`config.mk`:
```
export PLATFORM = sky130hd
export DESIGN_NAME = hdms_debug_unit
export DESIGN_NICKNAME = d
export VERILOG_FILES = /design/src/hdms_pkg.sv /design/src/hdms_bus_port.sv /design/src/hdms_debug_unit.sv
export VERILOG_INCLUDE_DIRS = /design/src
export SDC_FILE = /design/constraint.sdc
export NUM_CORES = 1
export LEC_CHECK = 0
export ABC_AREA = 1
export BUFFER_PORTS_ARGS = -buffer_cell sky130_fd_sc_hd__buf_4
export CORE_ASPECT_RATIO = 0.8
export CORE_UTILIZATION = 25
export CTS_CLUSTER_DIAMETER = 200
export DETAILED_ROUTE_END_ITERATION = 10
export HOLD_SLACK_MARGIN = 0.05
export PLACE_DENSITY = 0.52
export SYNTH_ARGS = -nofsm -noshare
export SYNTH_HDL_FRONTEND = slang
export SYNTH_HIERARCHICAL = 1
export SYNTH_SLANG_ARGS = --single-unit
```
`constraint.sdc`:
```
create_clock -name clk -period 2.25 [get_ports clk]
set_clock_uncertainty 0.15 [all_clocks]
set_input_delay 0.3375 -clock clk [delete_from_list [all_inputs] [get_ports clk]]
set_output_delay 0.3375 -clock clk [all_outputs]
set_load 0.05 [all_outputs]
```
`src/hdms_consts.svh`:
```
`ifndef HDMS_CONSTS_SVH
`define HDMS_CONSTS_SVH
// ****************************************
// core debug register numbers
// ****************************************
`define HDMS_CSR_DCSR 12'h7B0
`define HDMS_CSR_DPC 12'h7B1
`define HDMS_CSR_DSCR 12'h7B2
`define HDMS_DRET_WORD 32'h7B200073
// ****************************************
// debug control field positions
// ****************************************
`define HDMS_VER_LSB 30
`define HDMS_NDRST_BIT 29
`define HDMS_FULLRST_BIT 28
`define HDMS_EBM_BIT 15
`define HDMS_EBH_BIT 14
`define HDMS_EBS_BIT 13
`define HDMS_EBU_BIT 12
`define HDMS_STOPCYC_BIT 10
`define HDMS_STOPTIME_BIT 9
`define HDMS_CAUSE_LSB 6
`define HDMS_DBGINT_BIT 5
`define HDMS_HALT_BIT 3
`define HDMS_STEP_BIT 2
`define HDMS_PRV_LSB 0
// ****************************************
// field values and reset values
// ****************************************
`define HDMS_VER_NONE 2'h0
`define HDMS_VER_DEBUG 2'h1
`define HDMS_STOPCYC_RST 1'b1
`define HDMS_CAUSE_NONE 3'h0
`define HDMS_CAUSE_EBREAK 3'h1
`define HDMS_CAUSE_TRIG 3'h2
`define HDMS_CAUSE_DBGINT 3'h3
`define HDMS_CAUSE_STEP 3'h4
`define HDMS_CAUSE_HALT 3'h5
`define HDMS_PRV_U 2'h0
`define HDMS_PRV_S 2'h1
`define HDMS_PRV_H 2'h2
`define HDMS_PRV_M 2'h3
`define HDMS_RAM_DONE_WORD 32'h00000000
`define HDMS_RAM_EXC_WORD 32'hFFFFFFFF
// ****************************************
// debug module addresses
// ****************************************
`define HDMS_DM_CLRINT 12'h100
`define HDMS_DM_HALTNOT 12'h10C
`define HDMS_DM_RAM_BASE 12'h400
`define HDMS_DM_RAM_WORDS 16
`endif

```
`src/hdms_pkg.sv`:
```
package hdms_pkg;
  typedef enum logic [10:0] {
    HDMS_RUN = 11'b000_0000_0001,
    HDMS_ENTER = 11'b000_0000_0010,
    HDMS_NOTIFY = 11'b000_0000_0100,
    HDMS_WAIT_INT = 11'b000_0000_1000,
    HDMS_SAVE = 11'b000_0001_0000,
    HDMS_RAM = 11'b000_0010_0000,
    HDMS_RD_S1 = 11'b000_0100_0000,
    HDMS_MARK = 11'b000_1000_0000,
    HDMS_CLEAR = 11'b001_0000_0000,
    HDMS_RESTORE = 11'b010_0000_0000,
    HDMS_EXIT = 11'b100_0000_0000
  } hdms_state_type;
endpackage

```
`src/hdms_bus_port.sv`:
```
`timescale 1ns/10ps
// ****************************************
// single-request master toward the debug module
// ****************************************
module hdms_bus_port (
  input wire logic clk,
  input wire logic reset,
  input wire logic start,
  input wire logic start_we,
  input wire logic [11:0] start_addr,
  input wire logic [31:0] start_wdata,
  output logic dm_req,
  output logic dm_we,
  output logic [11:0] dm_addr,
  output logic [31:0] dm_wdata,
  input wire logic dm_ack,
  output logic done
);
  logic req_q;
  logic we_q;
  logic [11:0] addr_q;
  logic [31:0] wdata_q;

  // request stands until the slave acks it; a start while busy is ignored
  assign done = req_q & dm_ack;
  assign dm_req = req_q;
  assign dm_we = we_q;
  assign dm_addr = addr_q;
  assign dm_wdata = wdata_q;

  always_ff @(posedge clk) begin
    if (reset) begin
      req_q <= 1'b0;
    end else if (done) begin
      req_q <= 1'b0;
    end else if (start) begin
      req_q <= 1'b1;
    end
  end

  always_ff @(posedge clk) begin
    if (reset) begin
      we_q <= 1'b0;
      addr_q <= 12'h000;
      wdata_q <= 32'h00000000;
    end else if (start && !req_q) begin
      we_q <= start_we;
      addr_q <= start_addr;
      wdata_q <= start_wdata;
    end
  end
endmodule // hdms_bus_port

```
`src/hdms_debug_unit.sv`:
```
`timescale 1ns/10ps
`include "hdms_consts.svh"
module hdms_debug_unit import hdms_pkg::*; #(
  parameter logic [9:0] HART_ID = 10'h000,
  parameter logic [11:0] RAM_BASE = `HDMS_DM_RAM_BASE,
  parameter int RAM_WORDS = `HDMS_DM_RAM_WORDS,
  parameter bit STOPCYC_WRITABLE = 1'b1
) (
  input wire logic clk,
  input wire logic reset,
  input wire logic instr_valid,
  input wire logic [31:0] instr_word,
  input wire logic [31:0] cur_pc,
  input wire logic [1:0] cur_priv,
  input wire logic instr_retire,
  input wire logic ebreak_exec,
  input wire logic trigger_hit,
  input wire logic dbg_exc,
  input wire logic ram_done,
  input wire logic debug_int,
  input wire logic [31:0] s0_value,
  input wire logic [31:0] s1_value,
  input wire logic csr_valid,
  input wire logic csr_write,
  input wire logic [11:0] csr_addr,
  input wire logic [31:0] csr_wdata,
  output logic [31:0] csr_rdata,
  output logic csr_resp,
  output logic csr_fault,
  output logic dm_req,
  output logic dm_we,
  output logic [11:0] dm_addr,
  output logic [31:0] dm_wdata,
  input wire logic dm_ack,
  input wire logic [31:0] dm_rdata,
  output logic debug_mode,
  output logic core_stall,
  output logic irq_mask,
  output logic count_inhibit,
  output logic resv_drop,
  output logic illegal_instr,
  output logic redirect_valid,
  output logic [31:0] redirect_pc,
  output logic [1:0] redirect_priv,
  output logic gpr_restore,
  output logic [31:0] s0_restore,
  output logic [31:0] s1_restore,
  output logic hart_reset_req
);
  // ****************************************
  // state and registers
  // ****************************************
  hdms_state_type state_q, state_d;
  logic halt_q, step_q, stopcyc_q, exc_q, issued_q;
  logic [3:0] ebreak_en_q;
  logic [1:0] prv_q;
  logic [2:0] cause_q, cause_d;
  logic [31:0] dpc_q, dscr_q, s1_hold_q;
  logic nd_pulse_q, full_pulse_q;
  logic [31:0] csr_rdata_q;
  logic csr_resp_q, csr_fault_q, illegal_q, resv_q;
  logic redir_q, restore_q;
  logic [31:0] redir_pc_q, s0_rest_q, s1_rest_q;
  logic [1:0] redir_priv_q;

  logic rst_keep, rst_all;
  logic in_run, in_ram, dret_hit, ebreak_go, step_go, enter_go;
  logic is_bus_state, bus_start, bus_we, bus_done;
  logic [11:0] bus_addr, ram_last;
  logic [31:0] bus_wdata, dcsr_value;
  logic csr_ok, csr_hit_dcsr, csr_hit_dpc, csr_hit_dscr, csr_wr_ok;

  // ****************************************
  // resets requested by the debugger
  // ****************************************
  // all debug logic
  assign rst_all = reset | full_pulse_q;
  assign rst_keep = rst_all | nd_pulse_q;
  assign hart_reset_req = nd_pulse_q | full_pulse_q;

  // ****************************************
  // decode
  // ****************************************
  assign in_run = state_q[0];
  assign in_ram = (state_q == HDMS_RAM);
  assign debug_mode = ~in_run;
  assign core_stall = debug_mode & ~in_ram;
  assign irq_mask = debug_mode | step_q;
  assign count_inhibit = debug_mode & stopcyc_q;
  assign dret_hit = instr_valid & (instr_word == `HDMS_DRET_WORD);
  assign ebreak_go = ebreak_exec & ebreak_en_q[cur_priv];
  assign step_go = step_q & instr_retire;
  assign enter_go = in_run & (step_go | debug_int | ebreak_go | trigger_hit | halt_q);

  assign cause_d = step_go ? `HDMS_CAUSE_STEP :
                   debug_int ? `HDMS_CAUSE_DBGINT :
                   ebreak_go ? `HDMS_CAUSE_EBREAK :
                   trigger_hit ? `HDMS_CAUSE_TRIG : `HDMS_CAUSE_HALT;

  // ****************************************
  // routine sequencer
  // ****************************************
  always_comb begin
    state_d = state_q;
    case (state_q)
      HDMS_RUN: begin
        if (enter_go) begin
          state_d = HDMS_ENTER;
        end
      end
      HDMS_ENTER: begin
        state_d = (cause_q == `HDMS_CAUSE_DBGINT) ? HDMS_SAVE : HDMS_NOTIFY;
      end
      HDMS_NOTIFY: begin
        if (bus_done) begin
          state_d = HDMS_WAIT_INT;
        end
      end
      HDMS_WAIT_INT: begin
        if (debug_int) begin
          state_d = HDMS_SAVE;
        end
      end
      HDMS_SAVE: begin
        if (bus_done) begin
          state_d = HDMS_RAM;
        end
      end
      HDMS_RAM: begin
        if (dret_hit) begin
          state_d = HDMS_EXIT;
        end else if (ram_done || dbg_exc) begin
          state_d = HDMS_RD_S1;
        end
      end
      HDMS_RD_S1: begin
        if (bus_done) begin
          state_d = HDMS_MARK;
        end
      end
      HDMS_MARK: begin
        if (bus_done) begin
          state_d = HDMS_CLEAR;
        end
      end
      HDMS_CLEAR: begin
        if (bus_done) begin
          state_d = HDMS_RESTORE;
        end
      end
      HDMS_RESTORE: begin
        state_d = halt_q ? HDMS_WAIT_INT : HDMS_EXIT;
      end
      HDMS_EXIT: begin
        state_d = HDMS_RUN;
      end
      default: begin
        state_d = HDMS_RUN;
      end
    endcase
  end

  // ****************************************
  // bus requests of the routines
  // ****************************************
  assign ram_last = RAM_BASE + 12'(4 * (RAM_WORDS - 1));
  assign is_bus_state = (state_q == HDMS_NOTIFY) | (state_q == HDMS_SAVE) |
                        (state_q == HDMS_RD_S1) | (state_q == HDMS_MARK) |
                        (state_q == HDMS_CLEAR);
  assign bus_start = is_bus_state & ~issued_q;
  assign bus_we = (state_q != HDMS_RD_S1);
  assign bus_addr = (state_q == HDMS_NOTIFY) ? `HDMS_DM_HALTNOT :
                    (state_q == HDMS_CLEAR) ? `HDMS_DM_CLRINT : ram_last;
  assign bus_wdata = (state_q == HDMS_SAVE) ? s1_value :
                     (state_q == HDMS_MARK) ? (exc_q ? `HDMS_RAM_EXC_WORD :
                                               `HDMS_RAM_DONE_WORD) :
                     {22'h000000, HART_ID};

  hdms_bus_port u_bus (
    .clk(clk),
    .reset(rst_keep),
    .start(bus_start),
    .start_we(bus_we),
    .start_addr(bus_addr),
    .start_wdata(bus_wdata),
    .dm_req(dm_req),
    .dm_we(dm_we),
    .dm_addr(dm_addr),
    .dm_wdata(dm_wdata),
    .dm_ack(dm_ack),
    .done(bus_done)
  );

  always_ff @(posedge clk) begin
    if (rst_keep) begin
      state_q <= HDMS_RUN;
      issued_q <= 1'b0;
    end else begin
      state_q <= state_d;
      issued_q <= bus_start | (issued_q & ~bus_done);
    end
  end

  // ****************************************
  // core debug register access
  // ****************************************
  // version reads one
  assign dcsr_value = {`HDMS_VER_DEBUG, 2'b00, 12'h000, ebreak_en_q, 1'b0, stopcyc_q,
                       1'b0, cause_q, debug_int, 1'b0, halt_q, step_q, prv_q};
  assign csr_hit_dcsr = (csr_addr == `HDMS_CSR_DCSR);
  assign csr_hit_dpc = (csr_addr == `HDMS_CSR_DPC);
  assign csr_hit_dscr = (csr_addr == `HDMS_CSR_DSCR);
  assign csr_ok = csr_valid & debug_mode & (csr_hit_dcsr | csr_hit_dpc | csr_hit_dscr);
  assign csr_wr_ok = csr_ok & csr_write;

  always_ff @(posedge clk) begin
    if (rst_all) begin
      csr_rdata_q <= 32'h00000000;
      csr_resp_q <= 1'b0;
      csr_fault_q <= 1'b0;
    end else begin
      csr_resp_q <= csr_valid;
      csr_fault_q <= csr_valid & ~csr_ok;
      csr_rdata_q <= ~csr_ok ? 32'h00000000 : csr_hit_dcsr ? dcsr_value :
                     csr_hit_dpc ? dpc_q : dscr_q;
    end
  end
  assign csr_rdata = csr_rdata_q;
  assign csr_resp = csr_resp_q;
  assign csr_fault = csr_fault_q;

  always_ff @(posedge clk) begin
    if (rst_keep) begin
      nd_pulse_q <= 1'b0;
      full_pulse_q <= 1'b0;
    end else begin
      nd_pulse_q <= csr_wr_ok & csr_hit_dcsr & csr_wdata[`HDMS_NDRST_BIT];
      full_pulse_q <= csr_wr_ok & csr_hit_dcsr & csr_wdata[`HDMS_FULLRST_BIT];
    end
  end

  // halt survives the keep-halt reset; the routine sets it after notifying
  always_ff @(posedge clk) begin
    if (rst_all) begin
      halt_q <= 1'b0;
    end else if ((state_q == HDMS_NOTIFY) && bus_done) begin
      halt_q <= 1'b1;
    end else if (csr_wr_ok && csr_hit_dcsr) begin
      halt_q <= csr_wdata[`HDMS_HALT_BIT];
    end
  end

  always_ff @(posedge clk) begin
    if (rst_keep) begin
      step_q <= 1'b0;
      ebreak_en_q <= 4'h0;
      stopcyc_q <= `HDMS_STOPCYC_RST;
      prv_q <= `HDMS_PRV_U;
    end else if (state_q == HDMS_ENTER) begin
      prv_q <= cur_priv;
    end else if (csr_wr_ok && csr_hit_dcsr) begin
      step_q <= csr_wdata[`HDMS_STEP_BIT];
      ebreak_en_q <= {csr_wdata[`HDMS_EBM_BIT], csr_wdata[`HDMS_EBH_BIT],
                      csr_wdata[`HDMS_EBS_BIT], csr_wdata[`HDMS_EBU_BIT]};
      stopcyc_q <= STOPCYC_WRITABLE ? csr_wdata[`HDMS_STOPCYC_BIT] : `HDMS_STOPCYC_RST;
      prv_q <= csr_wdata[`HDMS_PRV_LSB +: 2];
    end
  end

  always_ff @(posedge clk) begin
    if (rst_keep) begin
      cause_q <= `HDMS_CAUSE_NONE;
      dpc_q <= 32'h00000000;
      exc_q <= 1'b0;
    end else if (enter_go) begin
      cause_q <= cause_d;
      dpc_q <= cur_pc;
    end else if (state_q == HDMS_EXIT) begin
      cause_q <= `HDMS_CAUSE_NONE;
    end else if (in_ram && (ram_done || dbg_exc)) begin
      exc_q <= dbg_exc;
    end else if (csr_wr_ok && csr_hit_dpc) begin
      dpc_q <= csr_wdata;
    end
  end

  always_ff @(posedge clk) begin
    if (rst_keep) begin
      dscr_q <= 32'h00000000;
      s1_hold_q <= 32'h00000000;
    end else if ((state_q == HDMS_SAVE) && bus_start) begin
      dscr_q <= s0_value;
    end else if ((state_q == HDMS_RD_S1) && bus_done) begin
      s1_hold_q <= dm_rdata;
    end else if (csr_wr_ok && csr_hit_dscr) begin
      dscr_q <= csr_wdata;
    end
  end

  // ****************************************
  // effects on the core
  // ****************************************
  always_ff @(posedge clk) begin
    if (rst_keep) begin
      illegal_q <= 1'b0;
      resv_q <= 1'b0;
      redir_q <= 1'b0;
      redir_pc_q <= 32'h00000000;
      redir_priv_q <= `HDMS_PRV_M;
      restore_q <= 1'b0;
      s0_rest_q <= 32'h00000000;
      s1_rest_q <= 32'h00000000;
    end else begin
      illegal_q <= dret_hit & in_run;
      resv_q <= (state_q == HDMS_ENTER);
      redir_q <= (state_q == HDMS_SAVE && bus_done) || (state_q == HDMS_EXIT);
      redir_pc_q <= (state_q == HDMS_EXIT) ? dpc_q : {20'h00000, RAM_BASE};
      redir_priv_q <= (state_q == HDMS_EXIT) ? prv_q : `HDMS_PRV_M;
      restore_q <= (state_q == HDMS_RESTORE);
      s0_rest_q <= dscr_q;
      s1_rest_q <= s1_hold_q;
    end
  end
  assign illegal_instr = illegal_q;
  assign resv_drop = resv_q;
  assign redirect_valid = redir_q;
  assign redirect_pc = redir_pc_q;
  assign redirect_priv = redir_priv_q;
  assign gpr_restore = restore_q;
  assign s0_restore = s0_rest_q;
  assign s1_restore = s1_rest_q;
endmodule // hdms_debug_unit

```
==> impl_results.md, run 1 <==
- Least-Margin Pin Slew: approximately 0.53 ns
- Initial antenna violation count: 0
- Slowest cell on the critical path: dfxtp_1
- Met2 wire len: 21.7 mm
- Unrepaired setup endpoints after global routing: yes
- Die X-Extent: 251 µm
- H-tree level count: 2
- DRT Pass-1 Iters: 7
- Kind of start point of the critical path: flip-flop
- Critical Path Max Stage Delay: 0.40 ns
- Min Tclk post-route: 2.22 ns
- Largest net degree at the start of global routing: between 80 and 90
- Total global routing overflow: 0
- CTS Root Buffer Type: clkbuf_16
- Worst Setup End Kind: flip-flop
- GPL Wtd Cong: between 0.8 and 0.9
- Fin worst setup slack: 0.0274 ns
- Vias/cell: 4.44
- Async set-reset flop share out of synthesis: 0%
- Buf/Inv on CP: 5
- Worst reg-to-reg setup slack: 0.03 ns
- Share of layout cells above drive strength 1: 24.7%
- Slew headroom: about 64%
- Most frequent cell after synthesis: nand2_1
- Fmax: 0.450 GHz
- N_diodes: 0
- Mean Syn Cell Area: 7.04 µm²
- Max Buffers Root-to-Sink: 3
- Post-synth EDFFs: 0
- Clock transition at path regs: ~0.060 ns
- CP most frequent cell: nor2_4
- Port buffer count: 404
- Status: complete, no violations
- Critical Path RT: around 2.5 ns
- Synth Cell Area: 12400 µm²
- DRC: 0
- Post-Route Hold Slack: 0.0880 ns
- Ratio of final minimum period to clock period: 98.8%
- Clock sinks: 305
- Cell area after layout: between 15000 and 20000 µm²
- Synth area leader: dfxtp_1
- Final setup violation count: 0
- Worst min-delay path class: input pin to flip-flop
- Dominant cells by area after synthesis: dfxtp_1 49%, nand2_1 14%, nor2_1 7.8%
- DR WL met3: 3.69 mm
- Final Hold Viols: 0
- Clock buffer count from CTS: 35
- Layout area overhead: 55.5%
- CP Capture Point: u_bus/dm_wdata[2]
- Sequential-to-total area share from yosys stat: around half
- Worst flop-to-flop path endpoint: u_bus/dm_wdata[2]
- Worst r2r src: state_q[9]
- Die area: 50300 µm²
- Crit path max-delay family: simple AND/OR/NAND/NOR gates
- Peak VDD IR: 0.614 mV
- Max layer used: met4
- Initial drt markers: roughly 880
- Max-Cap Viols: 0
- Post-DP HPWL: 33.4 mm
- Top-Level Pins: 405
- First-pass GRT wire length: 72.9 mm
- Initial Util: 25.5%
- Routed Antenna Nets: 0
- Post-layout util: around two fifths
- Worst-path fanout max: 22
- DR vias: about 13000
- Core area: 48600 µm²
- GR Util All Layers: 18.5%
- Worst skew pair latency: ~0.54 ns
- Synth cell types: 35
- Fin nets: ~2500
- Worst Reg-to-Reg Cells: 14
- Setup TNS: 0 ns
- Total length of routed wires: 48.8 mm
- FP Rows: 72
- YS warnings: 6
- Power per Cell Area: 827 nW/µm²
- Crit-path cells: inv_1, nand3_2, nor2_4, buf_4, nand2_2, nand2_1, nor2_2, nor2_4, inv_2, nor2_4, buf_12, clkbuf_16, nor2_1, nor2_2
- Average wire per standard cell: 16.4 µm
- Metal1 wirelength: 22.0 mm
- Die Y: 201 µm
- Top_reg_cell synth: dfxtp_1
- Worst Path Arrival: 2.49 ns
- #FFs+latches synth: 305
- Critical Path Start: state_q[9]
- Placed cell areas: roughly 16000 µm²
- Vias in the first global route: 12800
- Worst Setup Slack post-DPL: -0.00227 ns
- Final Max Tran Viols: 0
- Levels on crit path: 14
- Setup Crit Path Kind: flip-flop to flip-flop
- Synth cell count leaders: 464 x nand2_1, 305 x dfxtp_1, 257 x nor2_1, 222 x inv_1, 166 x nand3_1
- CTS tree: done
- Synth top area share: 49.4%
- Synth Instances: approximately 1800
- Leakage: 0.00895 µW
==> state kept, by name, indices dropped and copies added (netlist names), 2 cells and up <==
register,cells
csr_rdata,32
dpc_q,32
dscr_q,32
redirect_pc,32
s0_restore,32
s1_hold_q,32
s1_restore,32
u_bus/dm_wdata,32
u_bus/dm_addr,12
state_q,11
ebreak_en_q,4
cause_q,3
prv_q,2
redirect_priv,2
==> metrics by stage <==
step / total power, µW / cells
after floorplan: 8410 / 1761
after global placement: 9680 / 2748
after detailed placement: 9710 / 2748
after CTS: 15900 / 2965
after global routing: 16700 / 2972
final: 15900 / 2972
==> power breakdown <==
| part | switching [µW] | internal [µW] |
|---|---|---|
| logic | 2500 | 1520 |
| clock network | 2370 | 3470 |
| registers | 248 | 5780 |
| total | 5120 | 10800 |
==> cell usage in the layout (no fill, tap or decap), drive strengths merged <==
cell,instances
nand4,15
o21ai,60
inv,234
or2,6
nor3,9
o22ai,1
clkbuf,51
nand3b,1
bufinv,3
and2,1
nand2,467
dlygate4sd3,153
o31ai,1
conb,6
mux2i,2
o211ai,14
nand2b,1
dfxtp,305
clkinv,7
nand3,170
o21bai,1
nor3b,1
a31oi,2
clkinvlp,1
and3,2
a21oi,93
buf,457
nor2,279
==> worst reg2reg max path: cells and delay by family, from the launching register on <==
| kind | cells | cell delay, ns |
|---|---|---|
| DFF | 1 | 0.40 |
| and+or+nand+nor | 9 | 0.92 |
| buffers and inverters | 5 | 0.65 |
==> logic make-up (layout without fill, tap and decap cells) <==
family                 count (synthesis)  in the layout  synth area share, %
AOI/OAI and AO/OA                    172            172                 7.32
buffers and inverters                325            906                 10.9
DFF                                  305            305                 49.4
muxes                                  2              2                0.162
other                                  1              6               0.0303
and+or+nand+nor                      951            952                 32.2
==> what timing repair did <==
item / in CTS / in global routing
hold buffers: 153 / 0
cloned: 0 / 5
endpoints found under the hold margin: 130 / 0
pin swaps: 4 / 2
setup endpoints to repair: 1 / 102
resized for setup: 9 / 16
buffers inserted: 4 / 2
==> worst min path at each step <==
stage,start,endpoint,slack (ns),depth (start not counted)
finish,s1_value[14],u_bus/dm_wdata[14],0.09,7
global route,s1_value[27],u_bus/dm_wdata[27],0.1,7
CTS,s1_value[21],u_bus/dm_wdata[21],0.05,7
detailed placement,s1_hold_q[8],s1_restore[8],0.28,2
global placement,s1_hold_q[12],s1_restore[12],0.27,2
floorplan,s1_hold_q[0],s1_restore[0],0.27,2
==> area by class of cell <==
cell class / count / area [µm²]
Sequential cell: 305 / 6110
Inverter: 232 / 873
Clock inverter: 13 / 154
Tap cell: 629 / 787
Fill cell: 4952 / 29300
Timing Repair Buffer: 614 / 5290
Clock buffer: 47 / 1000
Multi-Input combinational cell: 1132 / 5010
==> metal layers <==
metal | vias up | GRT usage (%)
li1 | 6533 | -
met1 | 6111 | 24.6
met2 | 466 | 28.7
met3 | 100 | 4.71
met4 | 0 | 7.03
met5 | - | 0
Note: power is estimated with default switching activity, not from simulation.
==> run 2, diff against run 1 <==
==> constraint.sdc (replaced) <==
create_clock -name clk -period 2.1 [get_ports clk]
set_clock_uncertainty 0.15 [all_clocks]
set_input_delay 0.315 -clock clk [delete_from_list [all_inputs] [get_ports clk]]
set_output_delay 0.315 -clock clk [all_outputs]
set_load 0.05 [all_outputs]
==> impl_results.md, run 2 (synthesis results as in run 1) <==
- Worst skew pair latency: 0.55 ns (about the same)
- Die X-Extent: 251 µm (unchanged)
- Fin worst setup slack: -0.0274 ns (-0.0548 ns)
- Average wire per standard cell: 17.3 µm (+5.2%)
- Post-Route Hold Slack: 0.0908 ns (+0.00279 ns)
- Die Y: 201 µm (unchanged)
- Clock transition at path regs: 0.06 ns (about the same)
- Slowest cell on the critical path: dfxtp_2
- Port buffer count: 404 (unchanged)
- Slew headroom: 59.4% (-4.8 points)
- GR Util All Layers: 18.8% (+0.24 points)
- Violated checks: negative setup slack
- Largest net degree at the start of global routing: 66 (-21%)
- Leakage: 0.00943 µW (+5.4%)
- Clock sinks: 305 (unchanged)
- H-tree level count: 2 (unchanged)
- Worst Path Arrival: 1.66 ns (-0.83 ns)
- Final Hold Viols: 0 (unchanged)
- Commonest non-fill, non-tap cells in the layout: 457 x buf_4, 428 x nand2_1, 302 x dfxtp_1
- Top-Level Pins: 405 (unchanged)
- Power per Cell Area: 892 nW/µm² (+7.8%)
- Filler cell count: 4895 (-1.2%)
- Cell area after layout: 20400 µm² (+6.3%)
- CP most frequent cell: nor2_4
- Critical Path Max Stage Delay: 0.33 ns (-0.07 ns)
- Max Buffers Root-to-Sink: 3 (unchanged)
- Initial Util: 25.5% (unchanged)
- DR vias: 13600 (+2.6%)
- Layout area overhead: 65.4%
- Post-DP HPWL: 33.7 mm (+1.0%)
- Worst min-delay path class: input pin to flip-flop
- Core area: 48600 µm² (unchanged)
- Routed Antenna Nets: 0 (unchanged)
- Die area: 50300 µm² (unchanged)
- FP Rows: 72 (unchanged)
- Number of placed instances, taps included: 2772 (+0.87%)
- Total length of routed wires: 52.3 mm (+7.2%)
- Status: finished with violations
- Initial drt markers: 936 (+6.5%)
- Final Max Tran Viols: 0 (unchanged)
- Crit-path cells: nor2_4, nand2_4, nor2_4, nand3_4, inv_4, nor2_4, buf_8
- Initial antenna violation count: 2 (+2)
- Max-Cap Viols: 0 (unchanged)
- First-pass GRT wire length: 74.1 mm (+1.6%)
- Setup TNS: -0.106 ns (-0.106 ns)
- DRC: 0 (unchanged)
- Worst Setup End Kind: output pin
- Min Tclk post-route: between 2 and 2.5 ns
- Final setup violation count: 9 (+9)
- Fin nets: 2592 (+2.1%)
- Critical Path RT: 1.63 ns (-0.89 ns)
- Ratio of final minimum period to clock period: 101%
- Total global routing overflow: 0 (unchanged)
- Placed cell areas: 16500 µm² (+1.3%)
- Vias in the first global route: 13300 (+4.0%)
- Crit path max-delay family: simple AND/OR/NAND/NOR gates
- DRT Pass-1 Iters: 6 (-1)
- CTS Root Buffer Type: clkbuf_16
- Clock buffer count from CTS: 36 (+2.9%)
- CTS tree: done
- Setup Crit Path Kind: flip-flop to output pin
- Commonest non-fill, non-tap cell in the layout: buf_4
- Non-Filler Instances: 3029 (+1.9%)
- Unrepaired setup endpoints after global routing: yes
- Vias/cell: 4.47 (+0.66%)
- GPL Wtd Cong: 0.826 (about the same)
- Worst-path fanout max: 3 (-86%)
- Peak VDD IR: 0.426 mV (-31%)
- Fmax: 0.470 GHz
- Share of layout cells above drive strength 1: 30.2% (+5.5 points)
- Buf/Inv on CP: 2 (-3)
- Least-Margin Pin Slew: 0.608 ns (+0.0768 ns)
- Post-layout util: 42.1% (+2.5 points)
- Kind of start point of the critical path: flip-flop
==> run 2: changes by cell type in the layout (fill, tap and decap cells not counted), moves of 11 or more <==
cell / previous run / this run
buf_4: 436 / 457
dlygate4sd3_1: 153 / 164
inv_1: 219 / 205
inv_2: 11 / 23
nand2_1: 462 / 428
nand2_2: 4 / 22
nand2_4: 1 / 15
nand3_1: 163 / 147
nand3_2: 7 / 20
nor2_1: 250 / 221
nor2_2: 18 / 35
nor2_4: 11 / 23
==> run 2: worst paths after layout <==
path         slack (ns)           from                end  cells after the start
min reg2reg        0.28  s1_hold_q[14]     s1_restore[14]                      2
max               -0.03     state_q[3]         core_stall                      7
max reg2reg       -0.03     state_q[3]  u_bus/dm_wdata[2]                     13
min                0.09    s1_value[4]  u_bus/dm_wdata[4]                      7
==> run 2: per-stage QoR <==
step	setup slack (ns)	power, µW
6_report	-0.0274	18200
5_1_grt	-0.135	19000
4_1_cts	-0.0465	17700
3_5_place_dp	-0.0594	10500
3_3_place_gp	-0.0386	10500
2_1_floorplan	0.0631	9010
==> run 2: report_power, final <==
group | switching, µW | internal, µW | total, µW
registers | 292 | 6190 | 6480
logic | 3010 | 2000 | 5000
clock network | 2590 | 4150 | 6740
==> run 2: per-layer routing <==
layer | track usage (%) | routed length (µm) | vias up
met1 | 24.4 | 23500 | 6291
met3 | 4.06 | 3940 | 92
met4 | 6.64 | 1390 | 0
li1 | - | - | 6645
met2 | 30.5 | 23500 | 524
met5 | 0 | 0 | -
==> run 2: timing repair <==
action / CTS / global route
hold endpoints to repair: 140 / 0
resized for setup: 15 / 161
endpoints found under the setup margin: 7 / 170
gates cloned: 0 / 16
pin swaps: 2 / 61
hold buffers: 164 / 0
setup buffers: 5 / 8
==> run 2: worst register-to-register path: stages, from the launching register on <==
cell and delay, ns:
dfxtp_2 0.33, nor2_4 0.14, nand2_4 0.08, nor2_4 0.16, buf_6 0.18, inv_4 0.04, nor3_4 0.21, nand3_4 0.19
clkbuf_16 0.25, nand2_4 0.08, inv_2 0.03, nand3_2 0.06, nand2_2 0.05, nor2_2 0.10
==> run 2: area by class of cell <==
class / instances / area (µm²) / share of cell area, %
inverters: 232 / 882 / 4.32
multi-input cells: 1132 / 5480 / 26.8
repair buffers: 667 / 5920 / 29.0
flip-flops and latches: 305 / 6110 / 29.9
clock inverters: 13 / 200 / 0.979
well taps: 629 / 787 / 3.85
clock buffers: 49 / 1060 / 5.19
diodes: 2 / 5.00 / 0.0245
==> run 3, diff against run 2 <==
--- a/config.mk
+++ b/config.mk
@@ -6,14 +6,14 @@
 export SDC_FILE = /design/constraint.sdc
 export NUM_CORES = 1
 export LEC_CHECK = 0
-export ABC_AREA = 1
+export ABC_AREA = 0
 export BUFFER_PORTS_ARGS = -buffer_cell sky130_fd_sc_hd__buf_4
 export CORE_ASPECT_RATIO = 0.8
 export CORE_UTILIZATION = 25
 export CTS_CLUSTER_DIAMETER = 200
 export DETAILED_ROUTE_END_ITERATION = 10
 export HOLD_SLACK_MARGIN = 0.05
-export PLACE_DENSITY = 0.52
+export PLACE_DENSITY = 0.54
 export SYNTH_ARGS = -nofsm -noshare
 export SYNTH_HDL_FRONTEND = slang
 export SYNTH_HIERARCHICAL = 1
==> constraint.sdc (replaced) <==
create_clock -name clk -period 1.75 [get_ports clk]
set_clock_uncertainty 0.15 [all_clocks]
set_input_delay 0.2625 -clock clk [delete_from_list [all_inputs] [get_ports clk]]
set_output_delay 0.2625 -clock clk [all_outputs]
set_load 0.05 [all_outputs]
==> impl_results.md, run 3 <==
- Status: finished with violations
- Violated checks: negative setup slack
- CTS Root Buffer Type: clkbuf_16
- Peak VDD IR: 0.520 mV (+22%)
- Commonest non-fill, non-tap cells in the layout: 496 x buf_4, 297 x dfxtp_1, 171 x dlygate4sd3_1
- N_diodes: 0 (-2)
- Mean Syn Cell Area: 9.48 µm² (+35%)
- Worst Setup Slack post-DPL: -0.562 ns (-0.503 ns)
- Fmax: 0.425 GHz
- Worst Path Arrival: 2.63 ns (+0.97 ns)
- Share of layout cells above drive strength 1: 45.2% (+15 points)
- Non-Filler Instances: 2611 (-14%)
- Hold Path Depth: 4 (-3)
- Power per Cell Area: 914 nW/µm² (+2.5%)
- Core area: 47300 µm² (-2.5%)
- Synth top area share: 50.5% (+1.1 points)
- Post-DP HPWL: 31.4 mm (-6.9%)
- Post-Synth XOR/XNOR Area: 0.290% (+0.29 points)
- Initial drt markers: 609 (-35%)
- Total length of routed wires: 51.5 mm (-1.6%)
- Initial Util: 25.5% (+0.081 points)
- Fin nets: 2183 (-16%)
- Max-Cap Viols: 0 (unchanged)
- Post-synth EDFFs: 0 (unchanged)
- CTS tree: done
- Main combinational cell family by area after synthesis: simple AND/OR/NAND/NOR gates
- Hold Path Origin: csr_valid
- Worst flop-to-flop path endpoint: dscr_q[14]
- Initial antenna violation count: 0 (-2)
- Critical Path Max Stage Delay: 0.59 ns (+0.26 ns)
- Worst-path fanout max: 8 (+5)
- First-pass GRT wire length: 71.5 mm (-3.4%)
- FP Rows: 71 (-1.4%)
- Unrepaired setup endpoints after global routing: yes
- Critical Path RT: 2.03 ns (+0.40 ns)
- #FFs+latches synth: 305 (unchanged)
- DRT Pass-1 Iters: 4 (-2)
- GR Util All Layers: 18.9% (+0.16 points)
- Worst Setup End Kind: flip-flop
- Fin worst setup slack: -0.601 ns (-0.573 ns)
- Die Y: 199 µm (-1.1%)
- Layout area overhead: 77.6%
- Worst min-delay path class: input pin to flip-flop
- Final setup violation count: 239 (+230)
- Clock sinks: 305 (unchanged)
- Clock buffer count from CTS: 36 (unchanged)
- Pwr Total: 19600 µW (+7.7%)
- Async set-reset flop share out of synthesis: 0% (unchanged)
- Routed Antenna Nets: 0 (unchanged)
- Worst reg-to-reg setup slack: -0.60 ns (-0.57 ns)
- Top_reg_cell synth: dfxtp_1
- DRC: 0 (unchanged)
- YS warnings: 6 (unchanged)
- Synth Instances: 1275 (-27%)
- Leakage: 0.00916 µW (-2.8%)
- Final Max Tran Viols: 0 (unchanged)
- Slew headroom: 61.0% (+1.5 points)
- H-tree level count: 2 (unchanged)
- Simple-gate area share of the yosys netlist: 23.9% (-8.3 points)
- Least-Margin Pin Slew: 0.586 ns (-0.0226 ns)
- Largest net degree at the start of global routing: 63 (-4.5%)
- Synth area leader: dfxtp_1
- Sequential-to-total area share from yosys stat: 50.5% (+1.1 points)
- Synth Cell Area: 12100 µm² (-2.2%)
- Number of placed instances, taps included: 2325 (-16%)
- Min Tclk post-route: 2.35 ns
- Total global routing overflow: 0 (unchanged)
- Post-layout util: 45.4% (+3.3 points)
- Synth Area in Compound Gates: 16.7% (+9.4 points)
- Final Hold Viols: 0 (unchanged)
- Dominant cells by area after synthesis: dfxtp_1 50%, nand2_1 5.4%, and2_1 5.2%
- Vias/cell: 4.70 (+5.1%)
- Top-Level Pins: 405 (unchanged)
- Setup Crit Path Kind: flip-flop to flip-flop
- Hold Path End: csr_fault
- Kind of start point of the critical path: flip-flop
- Die area: 49300 µm² (-2.2%)
- Ratio of final minimum period to clock period: 134%
- Synth cell types: 64 (+83%)
- Commonest non-fill, non-tap cell in the layout: buf_4
- Most frequent cell after synthesis: dfxtp_1
- Footprint of the multi-input gates: 6400 µm² (+17%)
- Vias in the first global route: 12100 (-9.0%)
- Clock transition at path regs: 0.06 ns (about the same)
- Multiplexer share of the synthesized area: 3.56% (+3.4 points)
- GPL Wtd Cong: 0.884 (+7.1%)
- Worst skew pair latency: 0.55 ns (about the same)
- Adder-cell area share of the yosys netlist: 0% (unchanged)
- Average wire per standard cell: 19.7 µm (+14%)
- Synth cell count leaders: 305 x dfxtp_1, 174 x nand2_1, 126 x a21oi_1, 101 x and2_1, 48 x nand2b_1
- Worst Reg-to-Reg Cells: 8 (-5)
- Post-Route Hold Slack: 0.110 ns (+0.0194 ns)
- Port buffer count: 404 (unchanged)
- Slowest cell on the critical path: or4_4
- Worst r2r src: state_q[0]
- Max Buffers Root-to-Sink: 3 (unchanged)
- Die X-Extent: 248 µm (-1.1%)
- Filler cell count: 4425 (-9.6%)
- Crit-path cells: or4_4, o41ai_4, buf_4, nand3b_4, buf_12, clkbuf_16, o21ai_2, a21oi_1
- Register area: 6120 µm² (+0.23%)
- DR vias: 12300 (-9.4%)
## run 3: cell count changes in the layout (fill, tap and decap cells not counted), moves of 55 or more
cell / previous run / this run
nor2_1: 221 / 37
nand3_1: 147 / 3
nand2_1: 428 / 138
inv_1: 205 / 5
a21oi_2: 0 / 58
and2_1: 1 / 88
o21ai_2: 0 / 55
## run 3: per-layer routing
metal / vias up / global-route usage [%] / wire (µm)
li1: 5828 / - / -
met2: 421 / 30.1 / 23200
met5: - / 0 / 0
met3: 88 / 4.11 / 3270
met4: 0 / 5.91 / 1280
met1: 5944 / 25.4 / 23800
## run 3: what timing repair did
item	4_1_cts	5_1_grt
resized for setup	96	208
cloned	10	16
endpoints found under the hold margin	149	0
buffers inserted	13	19
pin swaps	16	96
setup endpoints to repair	244	244
hold buffers	171	0
## run 3: cells by family (layout without fill, tap and decap cells)
group,Yosys count,count (layout)
compound gates,315,315
xor+xnor,4,4
buf+inv,113,822
flops,305,305
mux,43,43
other cells,1,6
simple gates,494,496
## run 3: cell type report
| cell class | instances | area share (%) |
|---|---|---|
| clock buffers | 43 | 4.41 |
| clock inverters | 21 | 1.11 |
| inverters | 9 | 0.186 |
| multi-input cells | 864 | 29.8 |
| flip-flops and latches | 305 | 28.5 |
| well taps | 620 | 3.61 |
| repair buffers | 749 | 32.4 |
## run 3: power breakdown
part	switching, µW	total, µW	internal (µW)
clock	3210	7710	4500
combinational	2150	4540	2390
sequential	201	7370	7170
total	5560	19600	14100
## run 3: worst max path at each step
stage	slack, ns	startpoint	end
3_3_place_gp	-0.54	state_q[4]	state_q[6]
4_1_cts	-0.55	state_q[1]	core_stall
5_1_grt	-0.68	state_q[7]	u_bus/dm_wdata[12]
2_1_floorplan	-0.51	state_q[1]	u_bus/dm_addr[2]
6_report	-0.60	state_q[0]	dscr_q[14]
3_5_place_dp	-0.56	csr_addr[11]	dscr_q[10]
## run 3: critical path: cells and delay by family, from the launching register on
family / cells / cell delay, ns
AOI/OAI and AO/OA: 3 / 0.47
buffers and inverters: 3 / 0.54
DFF: 1 / 0.36
and+or+nand+nor: 2 / 0.70
## run 3: stage by stage
step	setup TNS, ns	instance area, µm²
3_5_place_dp	-102.32	16700
5_1_grt	-111.61	21500
6_report	-92.69	21500
4_1_cts	-82.68	20300
3_3_place_gp	-94.70	16700
2_1_floorplan	-57.99	12400
